[config.mk]
export PLATFORM = sky130hd
export DESIGN_NAME = serial_ctrl_read_status_regs
export DESIGN_NICKNAME = d
export VERILOG_FILES = /design/src/rtl/serial_ctrl_pkg.sv /design/src/rtl/status_fifo.sv /design/src/rtl/serial_ctrl_read_status_regs.sv
export SDC_FILE = /design/constraint.sdc
export NUM_CORES = 1
export LEC_CHECK = 0
export BUFFER_PORTS_ARGS = -buffer_cell sky130_fd_sc_hd__buf_2
export CELL_PAD_IN_SITES_DETAIL_PLACEMENT = 1
export CELL_PAD_IN_SITES_GLOBAL_PLACEMENT = 1
export CORE_MARGIN = 4
export CORE_UTILIZATION = 48
export DETAILED_ROUTE_END_ITERATION = 7
export PLACE_DENSITY_LB_ADDON = 0.1
export SETUP_SLACK_MARGIN = 0.15
export SLEW_MARGIN = 10
export SYNTH_ARGS = -nofsm -noshare
export SYNTH_HDL_FRONTEND = slang
export SYNTH_HIERARCHICAL = 1
export SYNTH_SLANG_ARGS = --single-unit
[constraint.sdc]
create_clock -name clk -period 5.2 [get_ports clk]
set_clock_uncertainty 0.05 [all_clocks]
set_input_delay 0.52 -clock clk [delete_from_list [all_inputs] [get_ports clk]]
set_output_delay 0.52 -clock clk [all_outputs]
set_load 0.005 [all_outputs]
[src/rtl/serial_ctrl_pkg.sv]
// constants, register map and field layout of the channel read-status block
package serial_ctrl_pkg;

    // ------------------------------------------------------------
    // register byte addresses, one aligned word each
    // ------------------------------------------------------------
    localparam logic [7:0] OFS_BUF_EXT_STATUS = 8'h00;
    localparam logic [7:0] OFS_SPECIAL_RX = 8'h04;
    localparam logic [7:0] OFS_VECTOR_CHAN_A = 8'h08;
    localparam logic [7:0] OFS_PENDING_CHAN_A = 8'h0c;
    localparam logic [7:0] OFS_FRAME_COUNT_LOW = 8'h10;
    localparam logic [7:0] OFS_FRAME_COUNT_HIGH = 8'h14;
    localparam logic [7:0] OFS_RECEIVE_DATA = 8'h18;
    localparam logic [7:0] OFS_VECTOR_CHAN_B = 8'h1c;
    localparam logic [7:0] OFS_PENDING_CHAN_B = 8'h20;
    localparam logic [7:0] OFS_CONFIG = 8'h24;
    localparam logic [7:0] OFS_VECTOR_WRITE = 8'h28;
    localparam logic [7:0] OFS_COMMAND = 8'h2c;

    // ------------------------------------------------------------
    // config register fields
    // ------------------------------------------------------------
    localparam int CFG_MODE_LSB = 0;
    localparam int CFG_ZC_IE = 2;
    localparam int CFG_FRAME_FIFO_EN = 3;
    localparam int CFG_STATUS_HIGH = 4;
    localparam int CFG_PARITY_EN = 5;
    localparam int CFG_PARITY_SPECIAL = 6;
    localparam int CFG_CRC_EN = 7;
    localparam int CFG_CHAR_LEN_LSB = 8;
    localparam logic [9:0] CFG_RESET = 10'h000;
    localparam logic [7:0] VECTOR_RESET = 8'h00;

    // command register bits, write-one pulses
    localparam int CMD_ERROR_RESET = 0;
    localparam int CMD_ES_RESET = 1;
    localparam int CMD_CHANNEL_RESET = 2;

    // operating modes
    localparam logic [1:0] MODE_ASYNC = 2'h0;
    localparam logic [1:0] MODE_SYNC = 2'h1;
    localparam logic [1:0] MODE_SDLC = 2'h2;

    // character lengths
    localparam logic [1:0] LEN_5 = 2'h0;
    localparam logic [1:0] LEN_6 = 2'h1;
    localparam logic [1:0] LEN_7 = 2'h2;
    localparam logic [1:0] LEN_8 = 2'h3;

    // residue codes, bits 2..1..0
    localparam logic [2:0] RES_RESET = 3'h3;
    localparam logic [2:0] RES_NONE_8 = 3'h6;
    localparam logic [2:0] RES_NONE_7 = 3'h0;
    localparam logic [2:0] RES_NONE_6 = 3'h2;
    localparam logic [2:0] RES_NONE_5 = 3'h4;

    // vector status when nothing is pending
    localparam logic [2:0] VEC_NONE_LOW = 3'h3;
    localparam logic [2:0] VEC_NONE_HIGH = 3'h6;

    // ------------------------------------------------------------
    // fifo geometry and entry layout
    // ------------------------------------------------------------
    localparam int RX_W = 16;
    localparam int RX_DEPTH = 3;
    localparam int RX_PAR = 8;
    localparam int RX_FRM = 9;
    localparam int RX_CRC = 10;
    localparam int RX_EOF = 11;
    localparam int RX_RES_LSB = 12;
    localparam int RX_OVR = 15;
    localparam int FR_W = 19;
    localparam int FR_DEPTH = 10;
    localparam int FR_COUNT_W = 14;
    localparam int FR_CRC = 18;
    localparam int FR_RES_LSB = 15;

    // ext/status interrupt service states
    typedef enum logic [2:0] {
        ES_IDLE = 3'b001,
        ES_PENDING = 3'b010,
        ES_ZC_QUEUED = 3'b100
    } es_state_t;

endpackage

[src/rtl/status_fifo.sv]
// flip-flop fifo, oldest entry at index zero, optional overwrite of the newest when full
`timescale 1ns/10ps
module status_fifo #(
    parameter int WIDTH = 16,
    parameter int DEPTH = 3,
    parameter bit OVERWRITE = 1'b0
) (
    input wire logic clk,
    input wire logic rst,
    input wire logic flush,
    input wire logic push,
    input wire logic [WIDTH-1:0] pushData,
    input wire logic pop,
    output logic [WIDTH-1:0] topData,
    output logic notEmpty,
    output logic full
);
    localparam int CW = $clog2(DEPTH + 1);
    localparam logic [CW-1:0] DEPTH_C = CW'(DEPTH);

    logic [WIDTH-1:0] mem [DEPTH];
    logic [CW-1:0] used;
    logic doPop;
    logic doPush;
    logic grow;
    logic [CW-1:0] wrIdx;

    // a full fifo without overwrite drops the push; the caller sees full
    assign doPop = pop && (used != '0);
    assign doPush = push && (used != DEPTH_C || doPop || OVERWRITE);
    assign grow = push && (used != DEPTH_C || doPop);
    assign wrIdx = doPop ? used - CW'(1) : ((used == DEPTH_C) ? DEPTH_C - CW'(1) : used);
    assign topData = mem[0];
    assign notEmpty = (used != '0);
    assign full = (used == DEPTH_C);

    // fill level
    always_ff @(posedge clk) begin
        if (rst || flush) begin
            used <= '0;
        end else if (grow && !doPop) begin
            used <= used + CW'(1);
        end else if (doPop && !grow) begin
            used <= used - CW'(1);
        end
    end

    // storage: push slot wins, others shift toward the head on pop
    for (genvar i = 0; i < DEPTH; i++) begin : g_entry
        always_ff @(posedge clk) begin
            if (rst || flush) begin
                mem[i] <= '0;
            end else if (doPush && wrIdx == CW'(i)) begin
                mem[i] <= pushData;
            end else if (doPop) begin
                mem[i] <= (i < DEPTH - 1) ? mem[(i < DEPTH - 1) ? i + 1 : i] : mem[i];
            end
        end
    end
endmodule

[src/rtl/serial_ctrl_read_status_regs.sv]
// read-side status registers of one serial channel, reached over apb
//
// How it works
// - zero-count bit follows counter at zero
// - zero-count interrupt waits while another pending
// - zero-count unlatched, rise closes status latches
// - rx available tracks fifo; reset empties
// - end of frame only in sdlc
// - async framing error unlatched, half-bit stretch
// - crc bit per character, cleared by reset
// - frame fifo supplies crc status
// - overrun flags overwriting char, then latches
// - parity error latched until error reset
// - residue resets to 011, forced async
// - eight-bit residue codes passed through
// - boundary residue code per character length
// - all sent async real, else one
// - channel b vector carries inserted status
// - no pending inserts 011 or 110
// - one vector register for both channels
// - pending register only in channel a
// - byte count low from frame fifo
// - byte count high, bit7 overflow
// - bit6 shows frame fifo not empty
// - zero-count enable, cleared by reset
//
// The register offsets and the APB slave port were left to the implementer.
`timescale 1ns/10ps
module serial_ctrl_read_status_regs
    import serial_ctrl_pkg::*;
(
    input wire logic clk,
    input wire logic rst,
    input wire logic psel,
    input wire logic penable,
    input wire logic pwrite,
    input wire logic [7:0] paddr,
    input wire logic [31:0] pwdata,
    output logic [31:0] prdata,
    output logic pready,
    output logic pslverr,
    input wire logic brgZero,
    input wire logic rxPush,
    input wire logic [7:0] rxData,
    input wire logic rxParityErr,
    input wire logic rxFrameErr,
    input wire logic rxCrcErr,
    input wire logic rxEndOfFrame,
    input wire logic rxOnBoundary,
    input wire logic [2:0] rxResidue,
    input wire logic txAllSent,
    input wire logic frameDone,
    input wire logic [13:0] frameByteCount,
    input wire logic frameCrcErr,
    input wire logic [2:0] frameResidue,
    input wire logic [5:0] ipPending,
    input wire logic [2:0] vectorStatus,
    output logic extStatusIrq,
    output logic extLatchClose,
    output logic extendHalfBit,
    output logic specialRxCond
);
    // ------------------------------------------------------------
    // bus decode and software state
    // ------------------------------------------------------------
    logic access;
    logic done;
    logic wrDone;
    logic rdDone;
    logic [9:0] cfg;
    logic [7:0] vectorReg;
    logic errReset;
    logic esReset;
    logic chanReset;
    logic [1:0] mode;
    logic isAsync;
    logic isSdlc;
    logic frameFifoOn;

    assign access = psel && penable;
    assign done = access && pready;
    assign wrDone = done && pwrite;
    assign rdDone = done && !pwrite;
    assign errReset = wrDone && paddr == OFS_COMMAND && pwdata[CMD_ERROR_RESET];
    assign esReset = wrDone && paddr == OFS_COMMAND && pwdata[CMD_ES_RESET];
    assign chanReset = wrDone && paddr == OFS_COMMAND && pwdata[CMD_CHANNEL_RESET];
    assign mode = cfg[CFG_MODE_LSB +: 2];
    assign isAsync = (mode == MODE_ASYNC);
    assign isSdlc = (mode == MODE_SDLC);
    assign frameFifoOn = isSdlc && cfg[CFG_FRAME_FIFO_EN];

    // config register; channel reset drops the zero-count enable
    // enable cleared on reset
    always_ff @(posedge clk) begin
        if (rst || chanReset) begin
            cfg <= CFG_RESET;
        end else if (wrDone && paddr == OFS_CONFIG) begin
            cfg <= pwdata[9:0];
        end
    end

    // single vector register shared by both channel views
    // one stored vector
    always_ff @(posedge clk) begin
        if (rst) begin
            vectorReg <= VECTOR_RESET;
        end else if (wrDone && paddr == OFS_VECTOR_WRITE) begin
            vectorReg <= pwdata[7:0];
        end
    end

    // ------------------------------------------------------------
    // zero count and ext/status service
    // ------------------------------------------------------------
    logic zcLive;
    logic zcRise;
    es_state_t esState;
    es_state_t next_esState;

    // level only, never latched high
    // live zero-count level
    always_ff @(posedge clk) begin
        if (rst) begin
            zcLive <= 1'b0;
        end else begin
            zcLive <= cfg[CFG_ZC_IE] && brgZero;
        end
    end
    assign zcRise = cfg[CFG_ZC_IE] && brgZero && !zcLive;

    // a queued zero count is re-checked when service ends, and dropped if gone
    // defer while pending
    always_comb begin
        next_esState = esState;
        case (esState)
            ES_IDLE: begin
                if (zcRise) begin
                    next_esState = ES_PENDING;
                end
            end
            ES_PENDING: begin
                if (zcRise) begin
                    next_esState = ES_ZC_QUEUED;
                end else if (esReset) begin
                    next_esState = ES_IDLE;
                end
            end
            ES_ZC_QUEUED: begin
                if (esReset) begin
                    next_esState = zcLive ? ES_PENDING : ES_IDLE;
                end
            end
            default: begin
                next_esState = ES_IDLE;
            end
        endcase
    end

    always_ff @(posedge clk) begin
        if (rst || chanReset) begin
            esState <= ES_IDLE;
        end else begin
            esState <= next_esState;
        end
    end

    // interrupt and latch-close outputs, both registered
    // rise closes latches
    always_ff @(posedge clk) begin
        if (rst) begin
            extStatusIrq <= 1'b0;
            extLatchClose <= 1'b0;
        end else begin
            extStatusIrq <= (next_esState != ES_IDLE);
            extLatchClose <= zcRise;
        end
    end

    // ------------------------------------------------------------
    // receive fifo and error latches
    // ------------------------------------------------------------
    logic rxFull;
    logic rxNotEmpty;
    logic rxPop;
    logic [RX_W-1:0] rxTop;
    logic [RX_W-1:0] rxEntry;
    logic [2:0] residueIn;
    logic overrunLatch;
    logic parityLatch;
    logic errMask;

    // boundary frames use the per-length code, others the receiver's code
    // boundary code by length
    always_comb begin
        case (cfg[CFG_CHAR_LEN_LSB +: 2])
            LEN_5: residueIn = RES_NONE_5;
            LEN_6: residueIn = RES_NONE_6;
            LEN_7: residueIn = RES_NONE_7;
            default: residueIn = RES_NONE_8;
        endcase
        if (!rxOnBoundary) begin
            residueIn = rxResidue;
        end
    end

    // the character that overwrites the newest entry carries the overrun mark
    // flag overwriting char
    // a pop in the same cycle makes room, so nothing is overwritten then
    assign rxEntry = {rxFull && !rxPop, residueIn, rxEndOfFrame && isSdlc, rxCrcErr && !isAsync,
                      rxFrameErr && isAsync, rxParityErr && cfg[CFG_PARITY_EN], rxData};
    assign rxPop = rdDone && paddr == OFS_RECEIVE_DATA;

    status_fifo #(
        .WIDTH(RX_W),
        .DEPTH(RX_DEPTH),
        .OVERWRITE(1'b1)
    ) u_rx_fifo (
        .clk(clk),
        .rst(rst),
        .flush(chanReset),
        .push(rxPush),
        .pushData(rxEntry),
        .pop(rxPop),
        .topData(rxTop),
        .notEmpty(rxNotEmpty),
        .full(rxFull)
    );

    // latched errors; a new error beats error reset in the same cycle
    // parity latch
    always_ff @(posedge clk) begin
        if (rst || chanReset) begin
            parityLatch <= 1'b0;
        end else if (rxPush && rxEntry[RX_PAR]) begin
            parityLatch <= 1'b1;
        end else if (errReset) begin
            parityLatch <= 1'b0;
        end
    end

    always_ff @(posedge clk) begin
        if (rst || chanReset) begin
            overrunLatch <= 1'b0;
        end else if (rxPop && rxNotEmpty && rxTop[RX_OVR]) begin
            overrunLatch <= 1'b1;
        end else if (errReset) begin
            overrunLatch <= 1'b0;
        end
    end

    // error reset hides head crc/eof until the next character reaches the head
    // set by error reset, cleared by pop
    always_ff @(posedge clk) begin
        if (rst || chanReset) begin
            errMask <= 1'b0;
        end else if (rxPop || (rxPush && !rxNotEmpty)) begin
            errMask <= 1'b0;
        end else if (errReset) begin
            errMask <= 1'b1;
        end
    end

    // receiver stretches the stop bit by half a bit on framing error
    // half-bit stretch request
    always_ff @(posedge clk) begin
        if (rst) begin
            extendHalfBit <= 1'b0;
        end else begin
            extendHalfBit <= rxPush && rxFrameErr && isAsync;
        end
    end

    // ------------------------------------------------------------
    // frame status fifo
    // ------------------------------------------------------------
    logic frFull;
    logic frNotEmpty;
    logic frPop;
    logic [FR_W-1:0] frTop;
    logic frOverflow;

    assign frPop = rdDone && paddr == OFS_FRAME_COUNT_HIGH && frameFifoOn;

    status_fifo #(
        .WIDTH(FR_W),
        .DEPTH(FR_DEPTH),
        .OVERWRITE(1'b0)
    ) u_frame_fifo (
        .clk(clk),
        .rst(rst),
        .flush(chanReset || !frameFifoOn),
        .push(frameDone && frameFifoOn),
        .pushData({frameCrcErr, frameResidue, 1'b0, frameByteCount}), // spare bit keeps crc at the top
        .pop(frPop),
        .topData(frTop),
        .notEmpty(frNotEmpty),
        .full(frFull)
    );

    // overflow sticks until error reset; a new overflow wins
    // overflow flag
    always_ff @(posedge clk) begin
        if (rst || chanReset) begin
            frOverflow <= 1'b0;
        end else if (frameDone && frameFifoOn && frFull && !frPop) begin
            frOverflow <= 1'b1;
        end else if (errReset) begin
            frOverflow <= 1'b0;
        end
    end

    // ------------------------------------------------------------
    // register views
    // ------------------------------------------------------------
    logic [7:0] specialView;
    logic [7:0] vectorB;
    logic [2:0] insStatus;
    logic [31:0] readMux;
    logic useFrame;

    assign useFrame = frameFifoOn && frNotEmpty;

    // special receive status
    always_comb begin
        specialView = 8'h00;
        specialView[7] = isSdlc && rxNotEmpty && rxTop[RX_EOF] && !errMask;
        if (useFrame) begin
            specialView[6] = frTop[FR_CRC];
        end else if (isAsync) begin
            specialView[6] = rxNotEmpty && rxTop[RX_FRM];
        end else begin
            specialView[6] = cfg[CFG_CRC_EN] && rxNotEmpty && rxTop[RX_CRC] && !errMask;
        end
        specialView[5] = overrunLatch || (rxNotEmpty && rxTop[RX_OVR]);
        specialView[4] = parityLatch;
        // residue leaves 011 only in sdlc
        if (useFrame) begin
            specialView[3:1] = frTop[FR_RES_LSB +: 3];
        end else if (isSdlc && rxNotEmpty) begin
            specialView[3:1] = rxTop[RX_RES_LSB +: 3];
        end else begin
            specialView[3:1] = RES_RESET;
        end
        specialView[0] = isAsync ? txAllSent : 1'b1;
    end

    // channel b vector with status inserted low or high
    always_comb begin
        insStatus = (ipPending != 6'h00) ? vectorStatus : VEC_NONE_LOW;
        vectorB = vectorReg;
        if (cfg[CFG_STATUS_HIGH]) begin
            vectorB[6:4] = (ipPending != 6'h00) ? {insStatus[0], insStatus[1], insStatus[2]} : VEC_NONE_HIGH;
        end else begin
            vectorB[3:1] = insStatus;
        end
    end

    // read multiplexer; unmapped addresses and the command register read zero, the vector write address reads back the vector
    always_comb begin
        readMux = 32'h0000_0000;
        case (paddr)
            OFS_BUF_EXT_STATUS: readMux[1:0] = {zcLive, rxNotEmpty};
            OFS_SPECIAL_RX: readMux[7:0] = specialView;
            OFS_VECTOR_CHAN_A: readMux[7:0] = vectorReg;
            OFS_PENDING_CHAN_A: readMux[7:0] = {2'h0, ipPending};
            OFS_PENDING_CHAN_B: readMux = 32'h0000_0000;
            OFS_FRAME_COUNT_LOW: readMux[7:0] = frameFifoOn ? frTop[7:0] : 8'h00;
            OFS_FRAME_COUNT_HIGH: readMux[7:0] = frameFifoOn ? {frOverflow, frNotEmpty, frTop[13:8]} : 8'h00;
            OFS_RECEIVE_DATA: readMux[7:0] = rxTop[7:0];
            OFS_VECTOR_CHAN_B: readMux[7:0] = vectorB;
            OFS_CONFIG: readMux[9:0] = cfg;
            OFS_VECTOR_WRITE: readMux[7:0] = vectorReg;
            default: readMux = 32'h0000_0000;
        endcase
    end

    // one wait state so read data leaves a flip-flop
    always_ff @(posedge clk) begin
        if (rst) begin
            pready <= 1'b0;
            prdata <= 32'h0000_0000;
            pslverr <= 1'b0;
        end else begin
            pready <= access && !pready;
            pslverr <= 1'b0;
            if (access && !pready && !pwrite) begin
                prdata <= readMux;
            end
        end
    end

    // special receive condition for vectoring
    // parity as special condition
    always_ff @(posedge clk) begin
        if (rst) begin
            specialRxCond <= 1'b0;
        end else begin
            specialRxCond <= overrunLatch || (rxNotEmpty && (rxTop[RX_OVR] || rxTop[RX_FRM]
                || (isSdlc && rxTop[RX_EOF] && !errMask)))
                || (cfg[CFG_PARITY_SPECIAL] && (parityLatch || (rxNotEmpty && rxTop[RX_PAR])));
        end
    end
endmodule

==> impl_metrics.xml, run 1 <==
<?xml version="1.0" encoding="UTF-8"?>
<metrics>
  <group name="status">
    <metric name="outcome" unit="">finished clean</metric>
  </group>
  <group name="cells_and_area">
    <metric name="final_cell_area" unit="um2">15370</metric>
    <metric name="antenna_cells" unit="">0</metric>
    <metric name="areaGrowthSynthToFinish" unit="%">11.49</metric>
    <metric name="fillCellCount" unit="">2996</metric>
    <metric name="layout.nets" unit="">1377</metric>
    <metric name="drive_above_1_share" unit="%">14.79</metric>
  </group>
  <group name="power_and_ir_drop">
    <metric name="ir_worst_vdd" unit="mV">0.3217</metric>
    <metric name="cellLeakagePower" unit="nW">6.317</metric>
    <metric name="powerDensity" unit="nW/um2">301.1</metric>
  </group>
  <group name="critical_path">
    <metric name="timing.reg2reg.setup_slack" unit="ns">1.82</metric>
    <metric name="timing_worst_setup_path_type" unit="">in -&gt; reg</metric>
    <metric name="critPathLaunchType" unit="">primary input</metric>
    <metric name="critical_path_peak_fanout" unit="">20</metric>
    <metric name="worstPathArrival" unit="ns">3.78</metric>
    <metric name="worst_r2r_path_depth" unit="">8</metric>
    <metric name="cp_data_required_time" unit="ns">5.34</metric>
    <metric name="critPathCaptureType" unit="">flop</metric>
  </group>
  <group name="global_routing">
    <metric name="pin_count_of_the_biggest_net_entering_global_routing" unit="">91</metric>
    <metric name="grt_pass1_vias" unit="">9665</metric>
    <metric name="grt_pass1_wl" unit="um">52230</metric>
    <metric name="grt_overflow" unit="">0</metric>
    <metric name="antenna_violations_before_repair" unit="">0</metric>
    <metric name="grt_total_usage" unit="%">20.78</metric>
  </group>
  <group name="routing">
    <metric name="first_iter_violations" unit="">631</metric>
    <metric name="route.final.wire_length" unit="um">32690</metric>
    <metric name="drt-vias-per-instance" unit="">5.561</metric>
    <metric name="post_drt_wl_per_cell" unit="um">19.51</metric>
    <metric name="drc" unit="">0</metric>
    <metric name="antenna_violating_nets_post_route" unit="">0</metric>
    <metric name="dr.pass1.iters" unit="">5</metric>
    <metric name="vias" unit="">9320</metric>
  </group>
  <group name="die">
    <metric name="core_area" unit="um2">28090</metric>
    <metric name="die_height" unit="um">177.5</metric>
    <metric name="fp.dieArea" unit="um2">31500</metric>
    <metric name="fp-row-count" unit="">61</metric>
    <metric name="floorplan.die.width" unit="um">177.5</metric>
    <metric name="io_pins" unit="">130</metric>
    <metric name="initial_utilization" unit="%">49.09</metric>
  </group>
  <group name="clocking">
    <metric name="numCtsBuffers" unit="">30</metric>
    <metric name="cts.clk_slew.worst_paths" unit="ns">0.06</metric>
    <metric name="h-tree-depth" unit="">1</metric>
    <metric name="clock_path_buffers" unit="">3</metric>
    <metric name="clock_sinks" unit="">275</metric>
    <metric name="clkLatencyLatePin" unit="ns">0.56</metric>
    <metric name="clock_tree.root_cell" unit="">sky130_fd_sc_hd__clkbuf_16</metric>
    <metric name="post_cts_resize_count" unit="">0</metric>
    <metric name="cts_hold_buf" unit="">0</metric>
    <metric name="cts_tree" unit="">done</metric>
    <metric name="post_cts_buffers" unit="">0</metric>
  </group>
  <group name="sta">
    <metric name="final-setup-viol-count" unit="">0</metric>
    <metric name="worst_pin_slew" unit="ns">0.9371</metric>
    <metric name="totalNegativeSetupSlack" unit="ns">0</metric>
    <metric name="grt_setup_unrepaired" unit="">false</metric>
    <metric name="final-hold-violation-count" unit="">0</metric>
    <metric name="slew_headroom" unit="%">37.36</metric>
    <metric name="clock.fmax" unit="MHz">274.2</metric>
    <metric name="minimum_clock_period" unit="ns">3.647</metric>
    <metric name="hold_ws" unit="ns">0.1658</metric>
    <metric name="final_max_slew_viol_count" unit="">0</metric>
    <metric name="timing.final.crit_share" unit="%">70.13</metric>
  </group>
  <group name="job">
    <metric name="max_cap_violations" unit="">0</metric>
  </group>
  <group name="placed_design">
    <metric name="gp_congestion" unit="">0.8759</metric>
    <metric name="port_buffers" unit="">84</metric>
    <metric name="postPlaceCellArea" unit="um2">14440</metric>
    <metric name="hpwl" unit="um">23220</metric>
  </group>
  <group name="yosys">
    <metric name="synthesis.yosys.warnings" unit="">6</metric>
    <metric name="netlist_instances" unit="">1203</metric>
    <metric name="mappedNetlistArea" unit="um2">13790</metric>
    <metric name="synth_area_per_cell" unit="um2">11.46</metric>
  </group>
  <group name="hold_path">
    <metric name="hold_critical_path_depth" unit="">3</metric>
    <metric name="hold_path.class" unit="">in -&gt; reg</metric>
  </group>
</metrics>
[state kept, by name, summed over array words and instances (netlist names)]
name / count
extLatchClose: 1
u_rx_fifo/used: 2
vectorReg: 8
cfg: 10
esState: 3
pready: 1
u_rx_fifo/mem: 48
u_frame_fifo/used: 4
frOverflow: 1
parityLatch: 1
extStatusIrq: 1
specialRxCond: 1
overrunLatch: 1
extendHalfBit: 1
u_frame_fifo/mem: 180
errMask: 1
prdata: 10
zcLive: 1
[worst paths after layout]
| check | start | end |
|---|---|---|
| setup / recovery | paddr[2] | u_frame_fifo/mem[9][11]$_SDFFCE_PN0P_ |
| hold / removal | pwdata[4] | vectorReg[4]$_SDFFE_PP0P_ |
| setup reg to reg | pready$_SDFF_PP0_ | u_frame_fifo/mem[9][11]$_SDFFCE_PN0P_ |
| hold reg to reg | zcLive$_SDFF_PP0_ | extLatchClose$_SDFF_PP0_ |
[per-stage QoR]
stage | std cells | utilization, % | power (mW) | worst slack (ns)
6_report | 1676 | 54.73 | 4.629 | 1.553
5_1_grt | 1676 | 54.73 | 4.800 | 1.425
4_1_cts | 1676 | 54.73 | 4.674 | 1.614
3_5_place_dp | 1621 | 51.39 | 2.661 | 1.048
3_3_place_gp | 1621 | 51.39 | 2.654 | 1.101
2_1_floorplan | 1225 | - | 2.592 | 0.7395
[cell type report]
| cell class | instances | area, um2 | area share, % |
|---|---|---|---|
| timing repair buffer | 112 | 643.1 | 4.184 |
| clock inverter | 12 | 97.59 | 0.6349 |
| clock buffer | 43 | 839.6 | 5.462 |
| tap | 378 | 473.0 | 3.077 |
| sequential | 275 | 7787 | 50.66 |
| inverter | 20 | 77.57 | 0.5046 |
| multi-input combinational | 836 | 5454 | 35.48 |
[cells in the final DEF (no fill, tap or decap), types with 4 or more instances in the layout]
cell	n
sky130_fd_sc_hd__a211oi_1	5
sky130_fd_sc_hd__a21o_1	4
sky130_fd_sc_hd__a21oi_1	26
sky130_fd_sc_hd__a221oi_1	5
sky130_fd_sc_hd__a31oi_1	6
sky130_fd_sc_hd__a32oi_1	7
sky130_fd_sc_hd__and2_1	20
sky130_fd_sc_hd__and3_1	5
sky130_fd_sc_hd__buf_2	84
sky130_fd_sc_hd__buf_4	27
sky130_fd_sc_hd__clkbuf_1	9
sky130_fd_sc_hd__clkbuf_16	30
sky130_fd_sc_hd__clkbuf_8	4
sky130_fd_sc_hd__clkinv_2	5
sky130_fd_sc_hd__conb_1	23
sky130_fd_sc_hd__dfxtp_1	47
sky130_fd_sc_hd__edfxtp_1	228
sky130_fd_sc_hd__ha_1	10
sky130_fd_sc_hd__inv_1	19
sky130_fd_sc_hd__mux2i_1	203
sky130_fd_sc_hd__nand2_1	275
sky130_fd_sc_hd__nand2b_1	5
sky130_fd_sc_hd__nand3_1	21
sky130_fd_sc_hd__nand3b_1	5
sky130_fd_sc_hd__nand4_1	4
sky130_fd_sc_hd__nor2_1	68
sky130_fd_sc_hd__nor2b_1	7
sky130_fd_sc_hd__nor3_1	9
sky130_fd_sc_hd__o21ai_0	15
sky130_fd_sc_hd__o22ai_1	20
sky130_fd_sc_hd__or3_1	4
sky130_fd_sc_hd__xor2_1	4
[report_power, final]
group | switching [mW] | internal [mW]
Sequential | 0.0257 | 2.40
Clock | 0.844 | 1.17
Combinational | 0.126 | 0.0653
Total | 0.996 | 3.63
[per-layer routing]
metal	vias up	part of all wire (%)	track usage, %
met5	-	0	0
met4	0	2.8	5.801
met3	56	5.4	3.707
met2	221	46	33.88
met1	4603	45	28.78
li1	4440	-	-
[critical path, cell delays in order]
cell	delay [ns]
sky130_fd_sc_hd__buf_2	0.37
sky130_fd_sc_hd__or4b_4	0.57
sky130_fd_sc_hd__or4_1	0.50
sky130_fd_sc_hd__nor2_1	0.13
sky130_fd_sc_hd__buf_4	0.19
sky130_fd_sc_hd__o21ai_0	0.16
sky130_fd_sc_hd__a2bb2oi_4	0.37
sky130_fd_sc_hd__nand4_1	0.31
sky130_fd_sc_hd__nand2_1	0.64
(Power assumes the default switching activity.)
==> inputs of run 2 (changes only) <==
--- a/config.mk
+++ b/config.mk
@@ -9,7 +9,7 @@
 export CELL_PAD_IN_SITES_DETAIL_PLACEMENT = 1
 export CELL_PAD_IN_SITES_GLOBAL_PLACEMENT = 1
 export CORE_MARGIN = 4
-export CORE_UTILIZATION = 48
+export CORE_UTILIZATION = 44
 export DETAILED_ROUTE_END_ITERATION = 7
 export PLACE_DENSITY_LB_ADDON = 0.1
 export SETUP_SLACK_MARGIN = 0.15
==> constraint.sdc (replaced) <==
create_clock -name clk -period 3.15 [get_ports clk]
set_clock_uncertainty 0.05 [all_clocks]
set_input_delay 0.315 -clock clk [delete_from_list [all_inputs] [get_ports clk]]
set_output_delay 0.315 -clock clk [all_outputs]
set_load 0.005 [all_outputs]
==> run 2 against run 1 <==
Against the previous run: clock power grew 70%; sequential power rose by 65%; die area is 8.7% higher; count of clock-buffer cells in the layout grew 9; cell area grew 8.2%.
==> impl_metrics.xml, run 2 (synthesis gave the netlist of run 1 again) <==
<?xml version="1.0" encoding="UTF-8"?>
<metrics>
  <group name="critical_path">
    <metric name="cp_data_required_time" unit="ns">3.42</metric>
    <metric name="critPathCaptureType" unit="">flop</metric>
    <metric name="crit_slowest_cell" unit="">sky130_fd_sc_hd__dlygate4sd3_1</metric>
    <metric name="critPathLaunchType" unit="">primary input</metric>
    <metric name="cells_along_the_critical_path" unit="">dlygate4sd3_1 &gt; buf_6 &gt; nand3_4 &gt; or4_4 &gt; nor2_4 &gt; buf_12 &gt; nand2_8 &gt; mux2i_4 &gt; buf_4 &gt; nor4_4 &gt; buf_6 &gt; clkbuf_16 &gt; mux2i_1 &gt; buf_4</metric>
    <metric name="worst_r2r_path_depth" unit="">12</metric>
    <metric name="r2r_end" unit="">u_frame_fifo/mem[0][15]$_DFFE_PP_</metric>
    <metric name="timing.reg2reg.setup_slack" unit="ns">0.19</metric>
    <metric name="worstPathArrival" unit="ns">3.30</metric>
    <metric name="critPathMaxStageDelay" unit="ns">0.59</metric>
    <metric name="startpoint_of_the_lowest_slack_register_to_register_path" unit="">pready$_SDFF_PP0_</metric>
    <metric name="timing_worst_setup_path_type" unit="">in -&gt; reg</metric>
    <metric name="critical_path_peak_fanout" unit="">5</metric>
  </group>
  <group name="power_and_ir_drop">
    <metric name="p_seq_share" unit="%">51.3</metric>
    <metric name="post-layout-total-power" unit="mW">7.806</metric>
    <metric name="cellLeakagePower" unit="nW">6.888</metric>
    <metric name="power.switching_fraction" unit="%">21.70</metric>
    <metric name="ir_worst_vdd" unit="mV">0.4136</metric>
    <metric name="switchingPower" unit="mW">1.694</metric>
    <metric name="powerDensity" unit="nW/um2">469.2</metric>
    <metric name="power.clock.fraction" unit="%">43.7</metric>
    <metric name="combinationalPowerShare" unit="%">5.0</metric>
    <metric name="internal_power" unit="mW">6.113</metric>
  </group>
  <group name="placed_design">
    <metric name="hpwl" unit="um">24760</metric>
    <metric name="port_buffers" unit="">84</metric>
    <metric name="gp_congestion" unit="">0.9126</metric>
    <metric name="place_inst" unit="">1702</metric>
    <metric name="detailedPlace.worstSlack" unit="ns">-0.3644</metric>
  </group>
  <group name="sta">
    <metric name="hold_ws" unit="ns">0.03135</metric>
    <metric name="final-setup-viol-count" unit="">0</metric>
    <metric name="worst_pin_slew" unit="ns">0.9246</metric>
    <metric name="slew_headroom" unit="%">38.20</metric>
    <metric name="clock.fmax" unit="MHz">330.6</metric>
    <metric name="totalNegativeSetupSlack" unit="ns">0</metric>
    <metric name="grt_setup_unrepaired" unit="">true</metric>
    <metric name="minimum_clock_period" unit="ns">3.025</metric>
    <metric name="final_max_slew_viol_count" unit="">0</metric>
    <metric name="finalWorstSetupSlack" unit="ns">0.1251</metric>
    <metric name="timing.final.crit_share" unit="%">96.03</metric>
    <metric name="final-hold-violation-count" unit="">0</metric>
  </group>
  <group name="die">
    <metric name="io_pins" unit="">130</metric>
    <metric name="core_area" unit="um2">30750</metric>
    <metric name="fp-row-count" unit="">64</metric>
    <metric name="fp.dieArea" unit="um2">34230</metric>
    <metric name="die_height" unit="um">185.0</metric>
    <metric name="floorplan.die.width" unit="um">185.0</metric>
    <metric name="initial_utilization" unit="%">44.84</metric>
  </group>
  <group name="clocking">
    <metric name="clock_sinks" unit="">275</metric>
    <metric name="clkLatencyLatePin" unit="ns">0.57</metric>
    <metric name="clock_tree.root_cell" unit="">sky130_fd_sc_hd__clkbuf_16</metric>
    <metric name="cts_tree" unit="">done</metric>
    <metric name="h-tree-depth" unit="">1</metric>
    <metric name="clock_path_buffers" unit="">3</metric>
    <metric name="cts.clk_slew.worst_paths" unit="ns">0.06</metric>
    <metric name="numCtsBuffers" unit="">31</metric>
  </group>
  <group name="cells_and_area">
    <metric name="areaGrowthSynthToFinish" unit="%">20.65</metric>
    <metric name="layout_commonest_cell" unit="">sky130_fd_sc_hd__nand2_1</metric>
    <metric name="drive_above_1_share" unit="%">20.88</metric>
    <metric name="layout.cells.most_common_list" unit="">269 x sky130_fd_sc_hd__nand2_1, 228 x sky130_fd_sc_hd__edfxtp_1, 199 x sky130_fd_sc_hd__mux2i_1</metric>
    <metric name="max_flop_register" unit="">u_frame_fifo/mem</metric>
    <metric name="layout.nets" unit="">1471</metric>
    <metric name="largest_register_ff_count" unit="">180</metric>
    <metric name="finalNonFillerCells" unit="">1790</metric>
    <metric name="antenna_cells" unit="">0</metric>
    <metric name="reg_top3" unit="">u_frame_fifo/mem: 180 flops, u_rx_fifo/mem: 48 flops</metric>
  </group>
  <group name="routing">
    <metric name="drt-vias-per-instance" unit="">5.399</metric>
    <metric name="antenna_violating_nets_post_route" unit="">0</metric>
    <metric name="dr.pass1.iters" unit="">5</metric>
    <metric name="first_iter_violations" unit="">414</metric>
    <metric name="post_drt_wl_per_cell" unit="um">19.36</metric>
    <metric name="drc" unit="">0</metric>
    <metric name="vias" unit="">9664</metric>
    <metric name="route.final.wire_length" unit="um">34660</metric>
  </group>
  <group name="global_routing">
    <metric name="grt_total_usage" unit="%">19.86</metric>
    <metric name="grt_pass1_vias" unit="">9998</metric>
    <metric name="grt_overflow" unit="">0</metric>
    <metric name="pin_count_of_the_biggest_net_entering_global_routing" unit="">44</metric>
    <metric name="antenna_violations_before_repair" unit="">0</metric>
    <metric name="grt_pass1_wl" unit="um">54250</metric>
  </group>
  <group name="hold_path">
    <metric name="hold_critical_path_depth" unit="">2</metric>
    <metric name="worst_hold_path.endpoint" unit="">u_rx_fifo/mem[2][7]$_SDFFCE_PN0P_</metric>
    <metric name="hold_path_startpoint" unit="">rxData[7]</metric>
    <metric name="hold_path.class" unit="">in -&gt; reg</metric>
  </group>
  <group name="status">
    <metric name="outcome" unit="">finished clean</metric>
  </group>
  <group name="job">
    <metric name="max_cap_violations" unit="">0</metric>
  </group>
</metrics>
==> run 2: changes by cell type in the layout (fill, tap and decap cells not counted), sizes merged <==
cell	change
inv	+1
dlygate4sd3	+19
buf	+71
a2bb2oi	+1
clkbuf	+11
clkinv	-6
clkinvlp	-1
==> run 2: power groups by stage <==
stage	clock (mW)	combinational (mW)	sequential, mW
after floorplan	0	0.228	4.06
after global placement	0	0.357	4.08
after detailed placement	0	0.364	4.08
after CTS	3.51	0.384	4.00
after global routing	3.66	0.421	4.01
final	3.41	0.388	4.00
==> run 2: worst max path at each step <==
stage / slack, ns / cells after the start / start / endpoint
5_1_grt: 0.07 / 14 / penable / u_frame_fifo/mem[0][12]$_DFFE_PP_
2_1_floorplan: -0.16 / 11 / paddr[5] / u_frame_fifo/mem[6][0]$_DFFE_PP_
6_report: 0.13 / 14 / penable / u_frame_fifo/mem[0][15]$_DFFE_PP_
4_1_cts: 0.14 / 9 / pready$_SDFF_PP0_ / u_frame_fifo/mem[6][1]$_DFFE_PP_
3_5_place_dp: -0.36 / 10 / paddr[6] / u_frame_fifo/mem[0][11]$_DFFE_PP_
3_3_place_gp: -0.30 / 10 / paddr[6] / u_frame_fifo/mem[0][11]$_DFFE_PP_
==> run 2: routing by layer <==
metal | vias to the layer above | track usage [%] | share of wire (%)
met5 | - | 0 | 0
met4 | 0 | 4.903 | 2.2
met3 | 48 | 2.553 | 5.2
met2 | 225 | 33.00 | 47
met1 | 4760 | 27.91 | 45
li1 | 4631 | - | -
==> run 2: layout make-up <==
cell class / instances / area (um2)
timing repair buffer: 204 / 1657
fill: 3232 / 14110
inverter: 20 / 77.57
clock buffer: 52 / 884.6
clock inverter: 6 / 72.57
tap: 396 / 495.5
sequential: 275 / 7789
multi-input combinational: 837 / 5660
==> run 2: metrics by stage <==
stage	util, %	cell area (um2)
after floorplan	-	14080
after global placement	49.65	15270
after detailed placement	49.65	15270
after CTS	53.47	16440
after global routing	54.10	16640
final	54.10	16640
==> run 2: worst max-delay path, delay by kind of cell <==
family                 cells  cell delay, ns
buffers and inverters      7            1.51
multiplexers               2            0.29
AND/OR/NAND/NOR            5            1.16
==> run 2: timing repair <==
item / CTS / global route
setup buffers: 1 / 7
setup endpoints to repair: 117 / 168
gates cloned: 0 / 3
hold endpoints to repair: 26 / 0
gates resized for setup: 2 / 19
pin swaps: 2 / 4
hold buffers: 19 / 0
